**src/common/row_refresh_pkg.sv**
```systemverilog
// Package with register map, field layout and timing constants of the row refresh block.
package row_refresh_pkg;

	// Register byte offsets on the APB slave.
	localparam logic [7:0] OFS_BRIGHT = 8'h00;
	localparam logic [7:0] OFS_CLKCFG = 8'h04;
	localparam logic [7:0] OFS_DOT_BASE = 8'h10;
	localparam logic [7:0] OFS_STATUS = 8'h30;

	// Brightness control word fields.
	localparam int PWM_LSB = 0;
	localparam int PWM_W = 4;
	localparam int PEAK_LSB = 4;
	localparam int PEAK_W = 2;
	localparam int AWAKE_BIT = 6;
	localparam int CW_W = 7;

	// Clock configuration fields.
	localparam int EXT_SEL_BIT = 0;
	localparam int PRESCALE_BIT = 1;

	// Matrix geometry.
	localparam int ROWS = 8;
	localparam int COLS = 20;
	localparam int ROW_W = 3;
	localparam int SLOT_W = 6;

	// Refresh timing in display clock cycles, then the display clock divide ratios.
	localparam int FRAME_CYCLES = 512;
	localparam int SLOT_CYCLES = FRAME_CYCLES / ROWS;
	localparam int BLANK_CYCLES = 4;
	localparam int LIT_MAX = SLOT_CYCLES - BLANK_CYCLES;
	localparam int PRESCALE_DIV = 8;
	localparam int INT_OSC_DIV = 125;

	// Reset values.
	localparam logic [CW_W-1:0] BRIGHT_RST = 7'h00;
	localparam logic [1:0] CLKCFG_RST = 2'h0;

	// Scan machine states, Gray coded.
	typedef enum logic [1:0] {
		ST_SLEEP = 2'b00,
		ST_LIT = 2'b01,
		ST_BLANK = 2'b11
	} scan_e;

	// On-cycles out of 64 per PWM code, rounded to whole display clocks.
	function automatic logic [SLOT_W-1:0] pwm_on(input logic [PWM_W-1:0] c);
		logic [5:0] t [16];
		t = '{6'h00, 6'h01, 6'h02, 6'h03, 6'h04, 6'h05, 6'h07, 6'h09,
			6'h0c, 6'h10, 6'h15, 6'h1c, 6'h24, 6'h24, 6'h2d, 6'h3c};
		// Code 1101 gives 36 cycles, 60% of the 60-cycle maximum.
		pwm_on = t[c];
	endfunction : pwm_on

endpackage : row_refresh_pkg

```
**src/hdl/led_matrix_row_refresh.sv**
```systemverilog
// Row-scanning refresh of a 20 by 8 LED matrix with APB register access.
//
// Design decisions made here: the APB interface to the registers and the placing of the registers.
`timescale 1ns/10ps

module led_matrix_row_refresh
	import row_refresh_pkg::*;
(
	input wire logic pclk,
	input wire logic presetn,
	input wire logic psel,
	input wire logic penable,
	input wire logic pwrite,
	input wire logic [7:0] paddr,
	input wire logic [31:0] pwdata,
	output logic [31:0] prdata,
	output logic pready,
	output logic pslverr,
	input wire logic ext_osc,
	output logic [ROWS-1:0] row_sink_en,
	output logic [COLS-1:0] col_src_en,
	output logic [PEAK_W-1:0] peak_sel,
	output logic osc_run
);

	typedef struct packed {
		logic [CW_W-1:0] bright;
		logic [1:0] clkcfg;
		logic [ROWS-1:0][COLS-1:0] dots;
		scan_e st;
		logic [ROW_W-1:0] row;
		logic [SLOT_W-1:0] slot;
		logic [6:0] int_div;
		logic [2:0] pre_div;
		logic ext_q;
		logic [31:0] prdata;
		logic pready;
		logic pslverr;
		logic [ROWS-1:0] row_en;
		logic [COLS-1:0] col_en;
		logic [PEAK_W-1:0] peak;
		logic osc_run;
	} state_s;

	state_s cur_ff;
	state_s nxt_st;

	// True when the address hits one of the eight dot row words.
	function automatic logic is_dot(input logic [7:0] a);
		is_dot = (a >= OFS_DOT_BASE) &&
			(a < OFS_DOT_BASE + 8'(ROWS * 4)) && (a[1:0] == 2'b00);
	endfunction : is_dot

	// Row index of a dot row address.
	function automatic logic [ROW_W-1:0] dot_row(input logic [7:0] a);
		logic [7:0] d;
		d = a - OFS_DOT_BASE;
		dot_row = d[ROW_W+1:2];
	endfunction : dot_row

	logic awake;
	logic disp_tick;
	logic ext_rise;
	logic access;
	logic [SLOT_W-1:0] on_cycles;

	// Display clock enable: internal divider or external edge, optionally /8.
	always_comb begin
		awake = cur_ff.bright[AWAKE_BIT];
		ext_rise = ext_osc & ~cur_ff.ext_q;
		access = psel & penable & ~cur_ff.pready;
		on_cycles = pwm_on(cur_ff.bright[PWM_LSB +: PWM_W]);
		if (cur_ff.clkcfg[EXT_SEL_BIT]) begin
			if (cur_ff.clkcfg[PRESCALE_BIT]) begin
				disp_tick = ext_rise &&
					(cur_ff.pre_div == 3'(PRESCALE_DIV - 1));
			end else begin
				disp_tick = ext_rise;
			end
		end else begin
			disp_tick = awake && (cur_ff.int_div == 7'(INT_OSC_DIV - 1));
		end
	end

	// Next state: bus slave, clock dividers and the row scan.
	always_comb begin
		nxt_st = cur_ff;
		nxt_st.ext_q = ext_osc;
		nxt_st.pready = 1'b0;
		nxt_st.pslverr = 1'b0;

		// Bus access answers one cycle after the access phase begins.
		if (access) begin
			nxt_st.pready = 1'b1;
			nxt_st.prdata = 32'h0000_0000;
			if (paddr == OFS_BRIGHT) begin
				if (pwrite) begin
					nxt_st.bright = pwdata[CW_W-1:0];
				end
				nxt_st.prdata = {25'h0, cur_ff.bright};
			end else if (paddr == OFS_CLKCFG) begin
				if (pwrite) begin
					nxt_st.clkcfg = pwdata[1:0];
				end
				nxt_st.prdata = {30'h0, cur_ff.clkcfg};
			end else if (is_dot(paddr)) begin
				if (pwrite) begin
					nxt_st.dots[dot_row(paddr)] = pwdata[COLS-1:0];
				end
				nxt_st.prdata = {12'h0, cur_ff.dots[dot_row(paddr)]};
			end else if (paddr == OFS_STATUS) begin
				nxt_st.prdata = {22'h0, cur_ff.st, cur_ff.row,
					cur_ff.slot[SLOT_W-1:1]};
				nxt_st.pslverr = pwrite;
			end else begin
				nxt_st.pslverr = 1'b1;
			end
		end

		// Internal oscillator runs only while awake.
		if (!awake || cur_ff.int_div == 7'(INT_OSC_DIV - 1)) begin
			nxt_st.int_div = 7'h00;
		end else begin
			nxt_st.int_div = cur_ff.int_div + 7'h01;
		end
		if (ext_rise) begin
			nxt_st.pre_div = cur_ff.pre_div + 3'h1;
		end

		nxt_st.osc_run = awake;
		if (!awake) begin
			nxt_st.st = ST_SLEEP;
			nxt_st.row = '0;
			nxt_st.slot = '0;
		end else if (cur_ff.st == ST_SLEEP) begin
			nxt_st.st = ST_LIT;
		end else if (disp_tick) begin
			nxt_st.slot = cur_ff.slot + 6'h01;
			if (cur_ff.slot == 6'(SLOT_CYCLES - 1)) begin
				nxt_st.row = cur_ff.row + 3'h1;
			end
			if (nxt_st.slot >= 6'(LIT_MAX)) begin
				nxt_st.st = ST_BLANK;
			end else begin
				nxt_st.st = ST_LIT;
			end
		end

		// Drive outputs from the next scan position so they stay aligned.
		nxt_st.row_en = '0;
		nxt_st.col_en = '0;
		nxt_st.peak = cur_ff.bright[PEAK_LSB +: PEAK_W];
		// one row at a time
		// The row sink stays on through the blank so a slot spans 64 ticks.
		if (nxt_st.st != ST_SLEEP) begin
			nxt_st.row_en[nxt_st.row] = 1'b1;
		end
		if (nxt_st.st == ST_LIT) begin
			if (nxt_st.slot < on_cycles) begin
				nxt_st.col_en = cur_ff.dots[nxt_st.row];
			end
		end
		if (nxt_st.st == ST_BLANK) begin
			nxt_st.col_en = '0;
		end
		if (!awake) begin
			nxt_st.peak = '0;
		end
	end

	// Single state register.
	always_ff @(posedge pclk or negedge presetn) begin
		if (!presetn) begin
			cur_ff <= '{bright: BRIGHT_RST, clkcfg: CLKCFG_RST,
				st: ST_SLEEP, default: '0};
		end else begin
			cur_ff <= nxt_st;
		end
	end

	// Outputs straight from the state register.
	always_comb begin
		prdata = cur_ff.prdata;
		pready = cur_ff.pready;
		pslverr = cur_ff.pslverr;
		row_sink_en = cur_ff.row_en;
		col_src_en = cur_ff.col_en;
		peak_sel = cur_ff.peak;
		osc_run = cur_ff.osc_run;
	end

endmodule : led_matrix_row_refresh

```
**config.mk**
```make
export PLATFORM = sky130hd
export DESIGN_NAME = led_matrix_row_refresh
export DESIGN_NICKNAME = d
export VERILOG_FILES = /design/src/common/row_refresh_pkg.sv /design/src/hdl/led_matrix_row_refresh.sv
export SDC_FILE = /design/constraint.sdc
export NUM_CORES = 1
export LEC_CHECK = 0
export ABC_AREA = 1
export BUFFER_PORTS_ARGS = -buffer_cell sky130_fd_sc_hd__clkbuf_2
export CORE_AREA = 2 2 187 134
export CTS_CLUSTER_SIZE = 12
export DETAILED_ROUTE_END_ITERATION = 8
export DIE_AREA = 0 0 189 136
export GPL_TIMING_DRIVEN = 0
export PLACE_DENSITY = 0.8
export SYNTH_ARGS = -nofsm -noshare
export SYNTH_HDL_FRONTEND = slang
export SYNTH_SLANG_ARGS = --single-unit
```
**constraint.sdc**
```tcl
create_clock -name pclk -period 2.75 [get_ports pclk]
set_clock_uncertainty 0.2 [all_clocks]
set_input_delay 0 -clock pclk [delete_from_list [all_inputs] [get_ports pclk]]
set_output_delay 0 -clock pclk [all_outputs]
set_load 0.03 [all_outputs]
```
==> flow_summary.toml, run 1 <==
[die]
num_rows = 48
core-area_sq_um = 24080
die_h_um = 136
initial_utilization_pct = 53.57
ios = 111
fp.dieArea_sq_um = 25700
fp.dieW_um = 189

[global_routing]
grt_pass1_vias = 11191
antenna_found_initial = 2
overflow = 0
grt_max_degree = 102
grt_pass1_wl_um = 65610
track_usage_pct = 33.77

[layout]
nNetsFinal = 1878
n_fill_cell = 2076
synthToLayoutAreaGrowth_pct = 20.47
fin_area_sq_um = 15540
final_core_util_pct = 64.54
drive_gt1_share_pct = 18.22
mostFrequentLayoutCell = "nand2_1"
layout_common_cells = "521 x nand2_1, 243 x dfrtp_1, 172 x o21ai_0"
final_cells = 2154

[placement]
placed_area_sq_um = 13840
placed_cells = 2061
io_buffers = 84
dp_hpwl_um = 30950
place_congestion = 0.9718

[timing]
fin_crit_ns = 3.097
fmax_mhz = 322.9
setup_viol = 20
slew_headroom_pct = 53.52
rsz0062_at_grt = "true"
maxSlewViolCount = 0
post-route-worst-setup-slack_ns = -0.3470
finalHoldViolations = 0
worst_pin_slew_ns = 0.6972
min_period_over_period_pct = 112.6

[setup_path]
cp.arrival_ns = 3.32
crit_top_cell = "nand2_4"
path_buf_inv = 3
cp_top_family = "simple AND/OR/NAND/NOR gates"
startpoint_type = "register"
end_kind = "register"
required_ns = 2.98
crit_path_cell_trace = "ha_2 -> ha_4 -> inv_2 -> nand2_2 -> nand2_4 -> a21oi_4 -> nand2_8 -> inv_8 -> o21ai_0 -> a21oi_1 -> ha_1 -> nand2_1 -> o2111ai_2 -> nor2_2 -> nand2_4 -> buf_12 -> nor3_4"
path_max_fanout = 7
crit_type = "reg -> reg"
crit_slowest_cell = "dfrtp_1"
slowest_delay_ns = 0.36

[clocking]
cts_root_buf = "clkbuf_16"
clkTransAtPathRegs_ns = 0.06
clk_latency_ns = 0.54
cts_buffers = 26
cts.sinks = 244
cts.htree.levels = 1
cts_tree = "done"
clk_path_buf_depth = 3

[detailed_routing]
wire_per_inst_um = 20.07
vias_per_cell = 5.773
drc = 0
firstDrtPassIters = 5
drt_iter0_markers = 1676
routed_wl_um = 43230
vias = 12434
ant_nets = 0

[pwr]
ir_drop_mv = 0.3997
power_uw = 7960
power_leakage_uw = 0.007408
powerDensity_nw_per_um2 = 512.2

[yosys]
synth_adder_area_share_pct = 1.552
ys_seq_elements = 244
syn_area_sq_um = 12900
synthMuxAreaShare_pct = 0
synth_simple_gate_area_share_pct = 25.65
yosysSeqAreaShare_pct = 47.33
synth_top_family_by_area = "simple AND/OR/NAND/NOR gates"
synth_xor_area_share_pct = 0.4752
synth-edff-count = 0
synth_compound_area_share_pct = 14.34
ys.flop_type = "dfrtp_1"
syn_inst = 1639
ys_warn_count = 0
synth.distinct_cells = 41
syn_avg_cell_area_sq_um = 7.871
async_flop_share_pct = 100.0

[job]
cap_violations = 0

[outcome]
status = "finished, violations left"
violations = "negative setup slack"

[min_path]
min_path_type = "in -> reg"
==> state kept, by name, summed over array words and instances, names as in the netlist <==
register     flops
pready           1
osc_run          1
prdata          20
col_src_en      20
cur_ff         190
awake            1
pslverr          1
peak_sel         2
row_sink_en      8
==> what timing repair did <==
item,4_1_cts,5_1_grt
hold buffers,32,1
setup endpoints to repair,22,176
gates cloned,1,0
gates resized for setup,54,79
pin swaps,17,13
endpoints found under the hold margin,322,1
setup buffers,9,10
==> cell type report <==
| type | count | area, sq um | share of cell area, % |
|---|---|---|---|
| antenna | 1 | 2.502 | 0.01610 |
| buffer | 161 | 1011 | 6.505 |
| clock buffer | 34 | 742.0 | 4.774 |
| clock inverter | 6 | 105.1 | 0.6762 |
| inverter | 119 | 454.2 | 2.922 |
| multi-input combinational | 1125 | 5727 | 36.85 |
| sequential | 244 | 6107 | 39.29 |
| tap | 325 | 406.6 | 2.616 |
| timing repair buffer | 139 | 987.2 | 6.352 |
==> metrics by stage <==
stage               TNS [ns]  setup WS (ns)  hold slack [ns]
detailed placement    -20.45         -1.169          -0.1629
CTS                   -3.520        -0.2205         0.002785
global route          -7.475        -0.4165          0.03259
floorplan            -0.2299       -0.01430          -0.4956
finish                -5.491        -0.3470          0.01501
global placement     -835.02         -3.375         -0.07389
==> worst min-delay path: cells and delay by family <==
family | cells | cell delay [ns]
AOI/OAI and AO/OA | 1 | 0.08
buffers and inverters | 3 | 0.44
and+or+nand+nor | 2 | 0.18
==> layer usage <==
layer	wire, um	vias to the layer above	track usage (%)
li1	-	5674	-
met1	18690	5874	51.15
met2	17330	804	46.64
met3	6424	78	12.00
met4	733	4	5.816
met5	50	-	1.154
==> synthesized netlist by cell type (2+ instances only) <==
| master | instances | area (sq um) |
|---|---|---|
| a21oi_1 | 28 | 140.1 |
| a22oi_1 | 5 | 37.54 |
| a31oi_1 | 8 | 50.05 |
| buf_2 | 30 | 150.1 |
| buf_4 | 64 | 480.5 |
| buf_6 | 5 | 56.30 |
| clkbuf_1 | 62 | 232.7 |
| dfrtp_1 | 244 | 6106 |
| ha_1 | 16 | 200.2 |
| inv_1 | 114 | 427.9 |
| inv_2 | 4 | 15.01 |
| nand2_1 | 529 | 1986 |
| nand2_2 | 3 | 18.77 |
| nand3_1 | 91 | 455.4 |
| nand3_2 | 4 | 40.04 |
| nand4_1 | 42 | 262.8 |
| nor2_1 | 43 | 161.4 |
| nor2_2 | 2 | 12.51 |
| nor2_4 | 2 | 22.52 |
| nor3_1 | 3 | 15.01 |
| nor3_2 | 21 | 210.2 |
| nor3b_1 | 2 | 15.01 |
| o2111ai_1 | 5 | 43.79 |
| o211ai_1 | 17 | 127.6 |
| o21ai_0 | 189 | 945.9 |
| o21ai_1 | 62 | 310.3 |
| o221ai_1 | 15 | 131.4 |
| o31ai_1 | 4 | 30.03 |
| or2_2 | 8 | 50.05 |
| xnor2_1 | 2 | 17.52 |
| xor2_1 | 5 | 43.79 |
==> worst paths after layout <==
path | from | end | slack (ns) | cells past startpoint
worst max-delay path | cur_ff[66]$_DFFE_PN0P_ | col_src_en[8]$_DFF_PN0_ | -0.35 | 17
worst min-delay path | paddr[3] | cur_ff[151]$_DFFE_PN0P_ | 0.02 | 6
worst max register to register | cur_ff[66]$_DFFE_PN0P_ | col_src_en[8]$_DFF_PN0_ | -0.35 | 17
worst min register to register | prdata[5]$_DFFE_PN0P_ | prdata[5]$_DFFE_PN0P_ | 0.29 | 2
max in group asynchronous | presetn | cur_ff[240]$_DFFE_PN0P_ | 0.67 | 5
min in group asynchronous | presetn | osc_run$_DFF_PN0_ | 0.35 | 3
==> cell families (layout without fill, tap and decap cells) <==
family,after synthesis,in the layout
AOI/OAI and AO/OA,336,336
xor gates and xnor gates,7,7
adders and majority gates,16,16
buffers and inverters,281,459
DFF,244,244
other,1,13
and+or+nand+nor,754,754
==> power by group <==
part | internal (uW) | switching (uW)
clock | 2150 | 1390
combinational | 222 | 468
sequential | 3670 | 62.4
(Power assumes the default switching activity.)
==> run 2, diff against run 1 <==
Settings changed: ABC_AREA 1 to 0, CORE_AREA 2 2 187 134 to 2 2 171 123, DIE_AREA 0 0 189 136 to 0 0 173 125, PLACE_DENSITY 0.8 to 0.89.
Clock period 2.75 ns to 3.9 ns, I/O delays scaled along.
==> run 2 against run 1 <==
The flow now finishes without violations. Via count fell by 24%. Wire length fell by 20%. Synthesized area fell by 1.4%. Register-to-register slack improved by 0.59 ns. Cell count fell by 31%. Total power fell by 35%. Synthesized cell count fell by 37%. Critical path type unchanged. Critical endpoint unchanged.
==> flow_summary.toml, run 2 <==
[timing]
fin_crit_ns = 3.654
setup_viol = 0
post-route-worst-setup-slack_ns = 0.2462
fmax_mhz = 273.7
slew_headroom_pct = 10.52
worst_pin_slew_ns = 1.305
maxSlewViolCount = 0
hold_slack_ns = 0.09380
rsz0062_at_grt = "false"
finalHoldViolations = 0
min_period_over_period_pct = 93.69

[setup_path]
path_max_fanout = 10
crit_type = "reg -> reg"
cp.arrival_ns = 3.86
required_ns = 4.11
end_kind = "register"
startpoint_type = "register"

[layout]
diodes = 0
n_fill_cell = 1329
synthToLayoutAreaGrowth_pct = 15.91
largest_register_ffs = 190
final_cells = 1483
mostFrequentLayoutCell = "dfrtp_1"
largest-register = "cur_ff"
final_core_util_pct = 73.21
nNetsFinal = 1258
drive_gt1_share_pct = 38.94
layout_common_cells = "244 x dfrtp_1, 180 x mux2_2, 117 x nand2_1"

[detailed_routing]
drc = 0
vias = 9471
ant_nets = 0
drt_iter0_markers = 935
vias_per_cell = 6.386
wire_per_inst_um = 23.32
routed_wl_um = 34580
firstDrtPassIters = 5

[global_routing]
antenna_found_initial = 0
grt_max_degree = 119
grt.met2_usage_pct = 47.93
grt_pass1_vias = 9623
globalRoute.busiestLayer = "met2"
met1_usage_pct = 46.02
grtUsageMet3_pct = 10.61
track_usage_pct = 32.61
overflow = 0
grt_pass1_wl_um = 54240

[placement]
place_congestion = 0.9427
io_buffers = 82
placed_cells = 1407
dp_hpwl_um = 22510
place_ws_ns = 0.1291

[die]
ios = 111
die_h_um = 125
initial_utilization_pct = 63.16
num_rows = 44
fp.dieArea_sq_um = 21630
core-area_sq_um = 20150
fp.dieW_um = 173

[yosys]
syn_area_sq_um = 12730
yosysSeqAreaShare_pct = 47.98
ys.flop_type = "dfrtp_1"
async_flop_share_pct = 100.0
synth_top_area_share_pct = 47.98
ys_seq_elements = 244
syn_avg_cell_area_sq_um = 12.28
ys_warn_count = 0
ys_top_cells_by_count = "244 x dfrtp_1, 180 x mux2_2, 117 x nand2_1"
synth.most_common_cell = "dfrtp_1"
syn_inst = 1036
netlist_top_cells_area = "dfrtp_1 48%, mux2_2 16%, mux4_2 7.1%"
synth.distinct_cells = 55
yosysTopAreaCell = "dfrtp_1"
synth-edff-count = 0

[pwr]
power_uw = 5183
powerDensity_nw_per_um2 = 351.4
power_leakage_uw = 0.006971
ir_drop_mv = 0.2934

[min_path]
min_path_type = "in -> reg"

[clocking]
clk_path_buf_depth = 3
cts_root_buf = "clkbuf_16"
cts.sinks = 244
cts_tree = "done"
cts.htree.levels = 1
cts_buffers = 25
clkTransAtPathRegs_ns = 0.06
clk_latency_ns = 0.53

[outcome]
status = "finished, final reports clean"

[job]
cap_violations = 0
## run 2: cell type report
| class | instances | area (sq um) | share of cell area (%) |
|---|---|---|---|
| multi-input cells | 662 | 5857 | 39.71 |
| clock inverters | 3 | 43.79 | 0.2969 |
| plain buffers | 132 | 804.5 | 5.454 |
| repair buffers | 122 | 867.1 | 5.878 |
| flip-flops and latches | 244 | 6106 | 41.39 |
| well taps | 276 | 345.3 | 2.341 |
| clock buffers | 35 | 693.2 | 4.699 |
| inverters | 9 | 33.78 | 0.2290 |
## run 2: cell families after synthesis
| family | after synthesis | synth area share (%) |
|---|---|---|
| simple gates | 230 | 9.478 |
| xor+xnor | 16 | 1.101 |
| buf+inv | 141 | 6.558 |
| fa+ha+maj | 16 | 1.573 |
| mux | 262 | 26.35 |
| compound gates | 126 | 6.932 |
| flops | 244 | 47.98 |
| other cells | 1 | 0.02947 |
## run 2: critical path: stages (launching register included)
cell and delay (ns):
dfrtp_1 0.46, ha_1 0.29, nand3_1 0.09, or3_1 0.34
a21oi_2 0.18, mux2i_1 0.62, clkbuf_1 0.67, a21oi_1 0.15
a32o_1 0.30, nor4_4 0.23
## run 2: metrics by stage
| stage | setup TNS, ns | cell area [sq um] |
|---|---|---|
| 3_3_place_gp | -523.06 | 13520 |
| 4_1_cts | 0 | 14700 |
| 2_1_floorplan | 0 | 12770 |
| 3_5_place_dp | 0 | 13590 |
| 5_1_grt | 0 | 14750 |
| 6_report | 0 | 14750 |
## run 2: where the power goes
part | total (uW) | leakage [uW] | switching, uW | internal [uW]
Clock | 2250 | 0.000360 | 962 | 1290
Sequential | 2600 | 0.00339 | 29.9 | 2570
Combinational | 329 | 0.00322 | 193 | 136
Total | 5180 | 0.00697 | 1180 | 4000
## run 2: routing by layer
metal / part of all wire (%) / vias to the layer above
met2: 44 / 661
li1: - / 4006
met5: 0 / -
met3: 13 / 113
met1: 39 / 4691
met4: 3.0 / 0
## run 2: repair_timing
action | 4_1_cts | 5_1_grt
hold buffers | 36 | 0
endpoints found under the hold margin | 424 | 0
resized for setup | 0 | 8
buffers inserted | 0 | 2
endpoints found under the setup margin | 0 | 20
## run 2: final timing paths
path	from	to	slack, ns	depth (start not counted)
max reg2reg	cur_ff[77]$_DFF_PN0_	col_src_en[8]$_DFF_PN0_	0.25	9
max in group asynchronous	presetn	col_src_en[9]$_DFF_PN0_	2.53	4
min reg2reg	cur_ff[66]$_DFFE_PN0P_	cur_ff[66]$_DFFE_PN0P_	0.27	1
min in group asynchronous	presetn	cur_ff[71]$_DFF_PN0_	0.44	4
min	paddr[0]	prdata[0]$_DFFE_PN0P_	0.09	7
max	cur_ff[77]$_DFF_PN0_	col_src_en[8]$_DFF_PN0_	0.25	9
==> run 3, diff against run 2 <==
Settings changed: BUFFER_PORTS_ARGS -buffer_cell sky130_fd_sc_hd__clkbuf_2 to -buffer_cell sky130_fd_sc_hd__buf_2, SLEW_MARGIN set to 20.
==> run 3 against run 2 <==
Sequential share of layout area is 0.20 points higher. Sequential power hardly changed. First-iteration DRC count is 20% higher. Combinational power hardly changed. Clock power is 4% lower. Wire length is 2.0% lower. Non-clock buffer count is 5 lower. Total power is 1.6% lower. Critical path type unchanged. Critical endpoint is now col_src_en[5]$_DFF_PN0_. Largest cell class unchanged.
==> flow_summary.toml, run 3 (synthesized netlist as in run 2, its figures left out) <==
[timing]
min_period_over_period_pct = 95.44
maxSlewViolCount = 0
fin_crit_ns = 3.722
setup_tns_ns = 0
finalHoldViolations = 0
slew_headroom_pct = 32.05
rsz0062_at_grt = "true"
setup_viol = 0
fmax_mhz = 268.7
worst_pin_slew_ns = 1.019

[setup_path]
startpoint_type = "register"
r2r_slack_ns = 0.18
crit_type = "reg -> reg"
timing.rr.start = "cur_ff[69]$_DFF_PN0_"
cp.arrival_ns = 3.92
regToRegEndpoint = "col_src_en[5]$_DFF_PN0_"
path_max_fanout = 10
required_ns = 4.10
end_kind = "register"
crit_start = "cur_ff[69]$_DFF_PN0_"
reg2regPathDepth = 16

[clocking]
cts_root_buf = "clkbuf_16"
post_cts_buffers = 0
cts.sinks = 244
clkTransAtPathRegs_ns = 0.06
clk_path_buf_depth = 3
clk_latency_ns = 0.54
cts.htree.levels = 1
cts_buffers = 25
cts_tree = "done"

[global_routing]
grt_pass1_wl_um = 53320
grt_max_degree = 85
antenna_found_initial = 0
grt_pass1_vias = 9359
track_usage_pct = 31.97
overflow = 0

[layout]
drive_gt1_share_pct = 38.85
diodes = 0
synthToLayoutAreaGrowth_pct = 15.36
mostFrequentLayoutCell = "dfrtp_1"
largest_register_ffs = 190
nNetsFinal = 1253
largest-register = "cur_ff"
fin_area_sq_um = 14680
layout_common_cells = "244 x dfrtp_1, 180 x mux2_2, 117 x nand2_1"

[detailed_routing]
vias_per_cell = 6.326
routed_wl_um = 33890
drt_iter0_markers = 1122
ant_nets = 0
firstDrtPassIters = 7
wire_per_inst_um = 22.93
vias = 9350
drc = 0

[pwr]
power_uw = 5099
power_leakage_uw = 0.006974
powerDensity_nw_per_um2 = 347.3
ir_drop_mv = 0.3126

[die]
num_rows = 44
die_h_um = 125
ios = 111
core-area_sq_um = 20150
fp.dieArea_sq_um = 21630
initial_utilization_pct = 63.16
fp.dieW_um = 173

[placement]
placed_area_sq_um = 13590
place_congestion = 0.9456
io_buffers = 82
dp_hpwl_um = 22380

[outcome]
status = "finished, final reports clean"

[min_path]
min_path_type = "in -> reg"
holdPathStages = 7
whs_endpoint = "prdata[0]$_DFFE_PN0P_"
min-delay-start = "paddr[7]"

[job]
cap_violations = 0
## run 3: worst max-delay path by stage
stage                         endpoint  slack [ns]  cells after the start
6_report       col_src_en[5]$_DFF_PN0_        0.18                     16
5_1_grt        col_src_en[5]$_DFF_PN0_       -0.02                     16
4_1_cts        col_src_en[8]$_DFF_PN0_        0.09                     14
3_5_place_dp   col_src_en[8]$_DFF_PN0_        0.13                     14
3_3_place_gp   cur_ff[240]$_DFFE_PN0P_       -1.57                      1
2_1_floorplan  col_src_en[0]$_DFF_PN0_        0.74                     16
## run 3: timing repair
item	in CTS	in global routing
hold endpoints to repair	425	0
endpoints found under the setup margin	0	12
resized for setup	0	7
hold buffers	33	0
## run 3: routing by layer
metal	vias up	routed length, um	global-route usage (%)
li1	3983	-	-
met1	4684	13670	44.33
met2	570	15000	47.72
met3	113	4185	11.04
met4	0	1028	10.72
met5	-	0	0
## run 3: area by class of cell
type                            count  area [sq um]
Fill cell                        1289          5469
Timing Repair Buffer              117         823.3
Buffer                            132         804.5
Clock buffer                       35         673.1
Tap cell                          276         345.3
Clock inverter                      3         33.78
Sequential cell                   244          6106
Multi-Input combinational cell    662          5861
Inverter                            9         33.78
## run 3: metrics by stage
| stage | cells | hold WS, ns | setup slack (ns) | util [%] |
|---|---|---|---|---|
| floorplan | 1047 | -0.4956 | 0.7379 | - |
| global route | 1478 | 0.1013 | -0.01698 | 72.86 |
| detailed placement | 1407 | -0.1844 | 0.1326 | 67.44 |
| CTS | 1478 | 0.007340 | 0.09342 | 72.67 |
| global placement | 1405 | -0.07908 | -1.569 | 67.11 |
| finish | 1478 | 0.06731 | 0.1780 | 72.86 |
## run 3: critical path: stages, from the launching register on
cell      delay, ns
dfrtp_1        0.42
inv_1          0.08
ha_1           0.13
and3_1         0.19
nand4b_2       0.20
a21oi_4        0.28
nand2_1        0.10
xnor2_1        0.13
and2_1         0.18
ha_1           0.31
a21oi_1        0.15
nor2b_1        0.05
o21ai_0        0.15
and3b_1        0.17
o221ai_1       0.12
clkbuf_4       0.30
nor4_2         0.41
## run 3: report_power, final
group	leakage, uW	switching, uW	internal (uW)
combinational	0.00324	192	134
clock	0.000344	972	1200
sequential	0.00339	29.2	2570
